==> src/pkg/eapm_pkg.sv <==
// Purpose: Constants for the external memory address pin mux.
// Assumes: Registers are 32-bit Wishbone words at four times their index.
// Notes: Pull inhibit bits set mean the internal pulldown is off.
//
// Behaviour
// - Pins of address lines 15 to 20 are shared with general I/O.
// - Each shared pin has its own mode bit in the bus select register.
// - Shared pins come up as general I/O and switch only when software sets the mode bit.
// - Pulldowns of lines 15 to 20 are switched by pull inhibit register A at 1C18h.
// - Pulldowns of lines 11 to 14 are switched by pull inhibit register B at 1C4Dh.
// - Every pulldown of the group is off after reset until software turns it on.
// - During NAND accesses line 12 carries command latch enable.
// - During NAND accesses line 11 carries address latch enable.

package eapm_pkg;

  // ==========================================================
  // Bus and register map
  localparam int EAPM_ADR_W = 16;
  localparam int EAPM_DAT_W = 32;
  localparam logic [13:0] EAPM_IDX_BUS_SEL = 14'h1C00;
  localparam logic [13:0] EAPM_IDX_PIN_STAT = 14'h1C01;
  localparam logic [13:0] EAPM_IDX_PULL_A = 14'h1C18;
  localparam logic [13:0] EAPM_IDX_PULL_B = 14'h1C4D;

  // ==========================================================
  // Pin group layout
  localparam int EAPM_LO_LINE = 11;
  localparam int EAPM_SHARED_LO = 15;
  localparam int EAPM_HI_LINE = 20;
  localparam int EAPM_NPIN = EAPM_HI_LINE - EAPM_LO_LINE + 1;
  localparam int EAPM_NSHARED = EAPM_HI_LINE - EAPM_SHARED_LO + 1;
  localparam int EAPM_CLE_LINE = 12;
  localparam int EAPM_ALE_LINE = 11;
  // Pull register B bit 0 is line 11, pull register A bit 0 is line 15
  localparam int EAPM_PULL_B_W = EAPM_SHARED_LO - EAPM_LO_LINE;

  // ==========================================================
  // Reset values
  localparam logic [5:0] EAPM_BUS_SEL_RST = 6'h00;
  localparam logic [5:0] EAPM_PULL_A_RST = 6'h3F;
  localparam logic [3:0] EAPM_PULL_B_RST = 4'hF;

  // ==========================================================
  // Timing
  localparam int EAPM_CLK_PERIOD_NS = 25;
  localparam int EAPM_SYNC_STAGES = 2;

endpackage

==> src/hdl/eapm_pin_cell.sv <==
// Purpose: One address pin: function select and pulldown control.
// Assumes: Active-low output enables on both sources.
// Notes: All outputs are registered.

`timescale 1ns/100ps

module eapm_pin_cell (
  input wire logic i_ref_clk,
  input wire logic i_resetn,
  input wire logic i_mem_sel,
  input wire logic i_gp_out,
  input wire logic i_gp_oe_n,
  input wire logic i_mem_out,
  input wire logic i_mem_oe_n,
  input wire logic i_pull_inhibit,
  output logic o_pin_out,
  output logic o_pin_oe_n,
  output logic o_pulldown_en
);

  // ==========================================================
  // Function mux, memory side only when selected
  always_ff @(posedge i_ref_clk or negedge i_resetn) begin
    if (!i_resetn) begin
      o_pin_out <= 1'b0;
      o_pin_oe_n <= 1'b1;
    end else if (i_mem_sel) begin
      o_pin_out <= i_mem_out;
      o_pin_oe_n <= i_mem_oe_n;
    end else begin
      o_pin_out <= i_gp_out;
      o_pin_oe_n <= i_gp_oe_n;
    end
  end

  // Pulldown on when the inhibit bit is clear
  always_ff @(posedge i_ref_clk or negedge i_resetn) begin
    if (!i_resetn) begin
      o_pulldown_en <= 1'b0;
    end else begin
      o_pulldown_en <= ~i_pull_inhibit;
    end
  end

endmodule

==> src/hdl/eapm_top.sv <==
// Purpose: Address pin mux for lines 11..20 with Wishbone registers.
// Assumes: Classic Wishbone, one wait state, 32-bit data.
// Notes: Board wiring of memory address bits is outside this block.
//
// Our own choice: the Wishbone interface to the registers.

`timescale 1ns/100ps

module eapm_top
  import eapm_pkg::*;
(
  input wire logic i_ref_clk,
  input wire logic i_resetn,
  // Wishbone slave
  input wire logic i_wb_cyc,
  input wire logic i_wb_stb,
  input wire logic i_wb_we,
  input wire logic [EAPM_ADR_W-1:0] i_wb_adr,
  input wire logic [3:0] i_wb_sel,
  input wire logic [EAPM_DAT_W-1:0] i_wb_dat,
  output logic [EAPM_DAT_W-1:0] o_wb_dat,
  output logic o_wb_ack,
  // Memory interface side
  input wire logic [EAPM_HI_LINE:EAPM_LO_LINE] i_mem_addr,
  input wire logic i_mem_addr_oe_n,
  input wire logic i_nand_active,
  input wire logic i_nand_cle,
  input wire logic i_nand_ale,
  // General I/O side for shared pins
  input wire logic [EAPM_NSHARED-1:0] i_gp_out,
  input wire logic [EAPM_NSHARED-1:0] i_gp_oe_n,
  output logic [EAPM_NSHARED-1:0] o_gp_in,
  // Pads
  input wire logic [EAPM_HI_LINE:EAPM_LO_LINE] i_pad_in,
  output logic [EAPM_HI_LINE:EAPM_LO_LINE] o_pad_out,
  output logic [EAPM_HI_LINE:EAPM_LO_LINE] o_pad_oe_n,
  output logic [EAPM_HI_LINE:EAPM_LO_LINE] o_pad_pulldown_en
);

  // ==========================================================
  // Registers
  logic [EAPM_NSHARED-1:0] bus_select_reg_q;
  logic [EAPM_NSHARED-1:0] pull_inhibit_ctrl_a_q;
  logic [EAPM_PULL_B_W-1:0] pull_inhibit_ctrl_b_q;
  logic [EAPM_NPIN-1:0] pad_meta_q;
  logic [EAPM_NPIN-1:0] pad_sync_q;
  logic [13:0] idx;
  logic wr_go;
  logic rd_go;
  logic [EAPM_HI_LINE:EAPM_LO_LINE] mem_out;
  logic [EAPM_HI_LINE:EAPM_LO_LINE] mem_sel;
  logic [EAPM_HI_LINE:EAPM_LO_LINE] inhibit;

  // Bus decode
  assign idx = i_wb_adr[EAPM_ADR_W-1:2];
  assign wr_go = i_wb_cyc & i_wb_stb & ~o_wb_ack & i_wb_we & i_wb_sel[0];
  assign rd_go = i_wb_cyc & i_wb_stb & ~o_wb_ack & ~i_wb_we;

  // ==========================================================
  // Wishbone ack, one cycle after request, dropped the next
  always_ff @(posedge i_ref_clk or negedge i_resetn) begin
    if (!i_resetn) begin
      o_wb_ack <= 1'b0;
    end else begin
      o_wb_ack <= i_wb_cyc & i_wb_stb & ~o_wb_ack;
    end
  end

  // Read data, unmapped reads return zero
  always_ff @(posedge i_ref_clk or negedge i_resetn) begin
    if (!i_resetn) begin
      o_wb_dat <= '0;
    end else if (rd_go) begin
      unique case (idx)
        EAPM_IDX_BUS_SEL: begin
          o_wb_dat <= {26'h0, bus_select_reg_q};
        end
        EAPM_IDX_PIN_STAT: begin
          o_wb_dat <= {22'h0, pad_sync_q};
        end
        EAPM_IDX_PULL_A: begin
          o_wb_dat <= {26'h0, pull_inhibit_ctrl_a_q};
        end
        EAPM_IDX_PULL_B: begin
          o_wb_dat <= {28'h0, pull_inhibit_ctrl_b_q};
        end
        default: begin
          o_wb_dat <= '0;
        end
      endcase
    end
  end

  // Mode bits, general I/O after reset
  always_ff @(posedge i_ref_clk or negedge i_resetn) begin
    if (!i_resetn) begin
      bus_select_reg_q <= EAPM_BUS_SEL_RST;
    end else if (wr_go && idx == EAPM_IDX_BUS_SEL) begin
      bus_select_reg_q <= i_wb_dat[EAPM_NSHARED-1:0];
    end
  end

  // Pull inhibit A for the shared lines
  always_ff @(posedge i_ref_clk or negedge i_resetn) begin
    if (!i_resetn) begin
      pull_inhibit_ctrl_a_q <= EAPM_PULL_A_RST;
    end else if (wr_go && idx == EAPM_IDX_PULL_A) begin
      pull_inhibit_ctrl_a_q <= i_wb_dat[EAPM_NSHARED-1:0];
    end
  end

  // Pull inhibit B for dedicated lines
  always_ff @(posedge i_ref_clk or negedge i_resetn) begin
    if (!i_resetn) begin
      pull_inhibit_ctrl_b_q <= EAPM_PULL_B_RST;
    end else if (wr_go && idx == EAPM_IDX_PULL_B) begin
      pull_inhibit_ctrl_b_q <= i_wb_dat[EAPM_PULL_B_W-1:0];
    end
  end

  // ==========================================================
  // Pad input synchroniser
  always_ff @(posedge i_ref_clk or negedge i_resetn) begin
    if (!i_resetn) begin
      pad_meta_q <= '0;
      pad_sync_q <= '0;
    end else begin
      pad_meta_q <= i_pad_in;
      pad_sync_q <= pad_meta_q;
    end
  end

  // Shared pin inputs toward general I/O
  always_ff @(posedge i_ref_clk or negedge i_resetn) begin
    if (!i_resetn) begin
      o_gp_in <= '0;
    end else begin
      o_gp_in <= pad_sync_q[EAPM_NPIN-1:EAPM_PULL_B_W];
    end
  end

  // ==========================================================
  // Memory-side value with NAND latch enables
  always_comb begin
    mem_out = i_mem_addr;
    if (i_nand_active) begin
      mem_out[EAPM_CLE_LINE] = i_nand_cle;
      mem_out[EAPM_ALE_LINE] = i_nand_ale;
    end
  end

  // Per-line select and inhibit vectors
  assign mem_sel = {bus_select_reg_q, {EAPM_PULL_B_W{1'b1}}};
  assign inhibit = {pull_inhibit_ctrl_a_q, pull_inhibit_ctrl_b_q};

  // One cell per pad
  for (genvar g = EAPM_LO_LINE; g <= EAPM_HI_LINE; g++) begin : g_pin
    logic gp_o;
    logic gp_oe_n;
    if (g >= EAPM_SHARED_LO) begin : g_shared
      assign gp_o = i_gp_out[g-EAPM_SHARED_LO];
      assign gp_oe_n = i_gp_oe_n[g-EAPM_SHARED_LO];
    end else begin : g_dedic
      assign gp_o = 1'b0;
      assign gp_oe_n = 1'b1;
    end
    eapm_pin_cell u_cell (
      .i_ref_clk(i_ref_clk),
      .i_resetn(i_resetn),
      .i_mem_sel(mem_sel[g]),
      .i_gp_out(gp_o),
      .i_gp_oe_n(gp_oe_n),
      .i_mem_out(mem_out[g]),
      .i_mem_oe_n(i_mem_addr_oe_n),
      .i_pull_inhibit(inhibit[g]),
      .o_pin_out(o_pad_out[g]),
      .o_pin_oe_n(o_pad_oe_n[g]),
      .o_pulldown_en(o_pad_pulldown_en[g])
    );
  end
endmodule

==> config.mk <==
export PLATFORM = sky130hd
export DESIGN_NAME = eapm_top
export DESIGN_NICKNAME = d
export VERILOG_FILES = /design/src/pkg/eapm_pkg.sv /design/src/hdl/eapm_pin_cell.sv /design/src/hdl/eapm_top.sv
export SDC_FILE = /design/constraint.sdc
export NUM_CORES = 1
export LEC_CHECK = 0
export ABC_AREA = 1
export ABC_CLOCK_PERIOD_IN_PS = 3300
export BUFFER_PORTS_ARGS = -buffer_cell sky130_fd_sc_hd__buf_2
export CAP_MARGIN = 5
export CORE_MARGIN = 2
export CORE_UTILIZATION = 35
export DETAILED_ROUTE_END_ITERATION = 6
export PLACE_DENSITY = 0.68
export SLEW_MARGIN = 20
export SYNTH_ARGS = -nofsm -noshare
export SYNTH_HDL_FRONTEND = slang
export SYNTH_HIERARCHICAL = 1
export SYNTH_SLANG_ARGS = --single-unit
==> constraint.sdc <==
create_clock -name i_ref_clk -period 3.3 [get_ports i_ref_clk]
set_input_delay 0.66 -clock i_ref_clk [delete_from_list [all_inputs] [get_ports i_ref_clk]]
set_output_delay 0.66 -clock i_ref_clk [all_outputs]
set_load 0.005 [all_outputs]
==> results <==
- The number of vias in the routed layout is approximately 2500.
- The total routing usage reported by global routing is between 10% and 20%.
- After Yosys synthesis, XOR and XNOR cells account for 0% of the synthesized area.
- The congestion estimate from routability-driven global placement came to approximately 0.75.
- The type of the most critical hold path is input pin to async pin.
- Fill cells in the final layout number 960.
- The kind of cell adding the most delay to the critical path is flip-flops.
- Counting cells, the worst reg-to-reg path comes to 6.
- Setup repair after global routing left no endpoint under its margin.
- On the critical path, the stage with the largest delay is an instance of sky130_fd_sc_hd__dfstp_2.
- Hold repair after CTS inserted 0 buffers.
- The synthesis-stage register bit count is 83.
- The number of design-rule violations left by the first detailed-router iteration is 93.
- For the worst setup path, the data required time is approximately 2600 ps.
- The final instance count without filler cells is about 600.
- The die covers 0.0105 mm².
- The highest clock rate is between 0.6 and 0.7 GHz.
- The number of H-tree levels is 3.
- The number of clock buffers added by TritonCTS is 9.
- The final-stage net count is 566.
- Measured along the y axis, the die boundary spans 103 µm.
- The cell area after technology mapping is 0.00341 mm².
- The total negative slack for setup checks is 0 ps.
- After Yosys synthesis, full adders, half adders and majority gates account for 0% of the synthesized area.
- In this run the tightest slew margin relative to its limit is 51.9%.
- In this run the tool buffered the top-level ports with roughly 110 buffer cells.
- The post-placement cell count is roughly 600.
- The fraction of synthesized area in multiplexers is 0.661%.
- The maximum VDD drop is around 140 µV.
- The number of warnings reported in the yosys synthesis log is 6.
- The wire length per cell after detailed routing is between 10 and 15 µm.
- By startpoint and endpoint, the worst setup path is classified as flip-flop to primary output.
- The number of endpoints failing setup at the final stage is 0.
- The HPWL reported at the end of detailed placement is approximately 5300 µm.
- Entering global routing, the biggest net connects 84 pins.
- The site row count is 36.
- The repair_antennas step left the layout with diodes totalling 0.
- Of the cells placed in the final design, the portion with a size suffix greater than 1 is just under 40%.
- The cell count after synthesis came out at 340.
- The number of clock sinks is between 80 and 90.
- In this run the worst path has a maximum fanout of 1.
- The clock latency reported for the late side of the worst-skew pair is about 350 ps.
- Global routing finished with a remaining overflow of 0.
- The worst setup path is captured at a primary output.
- Dividing the detail-routed via count by the number of cells gives 4.11.
- In this run the number of cells on the critical path is 1.
- The count of cells resized by post-cts repair is 0.
- The proportion of synthesized chip area in sequential cells is between 60% and 70%.
- For this run, the share of the core covered by cells in the final layout is between 40% and 50%.
- The worst path uses slightly below 50% of the clock period.
- The max-slew violation count is 0.
- For the worst setup path, the data arrival time is between 900 and 1000 ps.
- After detailed routing, the total wire length is just under 7000 µm.
- The final critical path time including I/O delays and setup is 1630 ps.
- The combinational family with the most area after synthesis is simple AND/OR/NAND/NOR gates.
- The number of antenna violations at the first check in global routing came to 0.
- After clock tree synthesis, the setup repair step added 0 buffers.
- The horizontal die dimension is just over 100 µm.
- The synthesized area per cell is approximately 10 µm².
- The total power is roughly 1.9 mW.
- The cell leakage power is 2.20 nW.
- The core region is approximately 0.0096 mm².
- The first-pass GRT wire length is around 11000 µm.
- Counting both buffers and inverters, the worst setup path holds a total of 1.
- The I/O pin count is ~160.
- The tool flagged a number of max-cap violations equal to 0.
- Clock skew on the completed layout was measured at just under 10 ps.
- The signal on the critical path passes through buf_2.
- The total count of hold-check failures in the final report is 0.
- The first detailed-routing pass ran for 4 iterations.
- The post-synthesis compound-gate area fraction is 4.85%.
- The layout overhead on the synthesized area is 24.8%.
- The cell at the root of the clock tree is sky130_fd_sc_hd__clkbuf_8.
- The clock slew seen by the registers of the worst setup and hold paths is 80 ps.
- The worst setup path is launched from a flip-flop.
- The run finished with clean final reports.
- In this run the remaining antenna-violating nets after routing total 0.
- The via count of the first global-routing pass is approximately 2400.
- The largest incremental delay on the critical path is approximately 530 ps.
- Dividing total power by cell area gives a power density of about 440 mW/mm².
- The slew at the pin closest to its max-slew limit is just over 700 ps.
- The starting utilization of the core area is 35.5%.
- TritonCTS built the clock tree.
- The clock passes through at most 2 buffers.
- The post-synthesis simple-gate area fraction is 22.9%.
- In the routed design, unresolved DRC markers number 0.
- The netlist uses 22 different library cells.
registers in the layout, indices dropped and copies added (netlist names):
signal / count
o_gp_in: 6
g_pin.u_cell/o_pin_out: 10
pull_inhibit_ctrl_a_q: 6
g_pin.u_cell/o_pulldown_en: 10
bus_select_reg_q: 6
pull_inhibit_ctrl_b_q: 4
pad_meta_q: 10
pad_sync_q: 10
o_wb_dat: 10
o_wb_ack: 1
g_pin.u_cell/o_pin_oe_n: 10
per-layer routing:
metal / global-route usage, % / vias to the layer above / wire length (µm)
met4: 6.97 / 0 / 80
met5: 0 / - / 0
met3: 4.68 / 6 / 595
met2: 22.2 / 94 / 3350
li1: - / 1243 / -
met1: 16.7 / 1166 / 2940
per-stage QoR:
step           hold slack (ps)  setup WS [ps]  area [µm²]
2_1_floorplan              331           1720        3560
3_3_place_gp               334           1460        4070
3_5_place_dp               335           1440        4070
4_1_cts                    355           1630        4250
5_1_grt                    360           1610        4250
6_report                   328           1670        4250
layout make-up:
cell class	instances	area (µm²)	area share, %
clock inverters	6	50.0	1.18
clock buffers	10	128	3.00
well taps	133	166	3.91
repair buffers	109	554	13.0
multi-input cells	236	1120	26.4
flip-flops and latches	83	2100	49.4
inverters	34	128	3.00
report_power, final:
group / internal, mW / total (mW) / switching, mW
clock network: 0.280 / 0.652 / 0.373
registers: 1.05 / 1.06 / 0.00877
logic: 0.0546 / 0.136 / 0.0816
synth_stat cells:
cell type,number,area share (%)
sky130_fd_sc_hd__inv_2,4,0.44
sky130_fd_sc_hd__nor2_8,1,0.59
sky130_fd_sc_hd__mux2_2,2,0.66
sky130_fd_sc_hd__and2_4,2,0.51
sky130_fd_sc_hd__or2_1,1,0.18
sky130_fd_sc_hd__o21ai_2,12,3.1
sky130_fd_sc_hd__nand2_1,115,13
sky130_fd_sc_hd__o21ai_1,12,1.8
sky130_fd_sc_hd__buf_4,22,4.8
sky130_fd_sc_hd__dfrtp_1,63,46
sky130_fd_sc_hd__nand3_1,22,3.2
sky130_fd_sc_hd__nand2_2,8,1.5
sky130_fd_sc_hd__buf_6,2,0.66
sky130_fd_sc_hd__nand3_2,1,0.29
sky130_fd_sc_hd__buf_2,3,0.44
sky130_fd_sc_hd__nor2_1,6,0.66
sky130_fd_sc_hd__conb_1,2,0.22
sky130_fd_sc_hd__nand2_4,3,0.99
sky130_fd_sc_hd__nor2_4,4,1.3
sky130_fd_sc_hd__inv_1,30,3.3
sky130_fd_sc_hd__nor2_2,5,0.92
sky130_fd_sc_hd__dfstp_2,20,15
worst paths after layout:
check,end,slack [ps],startpoint
min,o_wb_dat[8],330,i_resetn
max,o_pad_oe_n[14],1670,g_pin[14].u_cell/o_pin_oe_n
max in group asynchronous,g_pin[12].u_cell/o_pin_out,2470,i_resetn
min reg2reg,pad_sync_q[4],350,pad_meta_q[4]
min in group i_ref_clk,pad_sync_q[4],350,pad_meta_q[4]
max reg2reg,o_wb_dat[9],1840,o_wb_ack
cells by family after synthesis:
kind of cell	after synthesis
flip-flops	83
multiplexers	2
AND/OR/NAND/NOR	168
AO/OA/AOI/OAI	24
other	2
buffers and inverters	61
cells in the final DEF, fill, tap and decap left out, drive strengths merged, types with 3 or more instances in the layout:
cell    instances
dfstp          20
nand2         126
dfrtp          63
inv            35
nor2           16
nand3          23
buf           109
conb           42
clkinv          3
clkbuf         10
o21ai          24
Power figures use the tool's default switching activity.
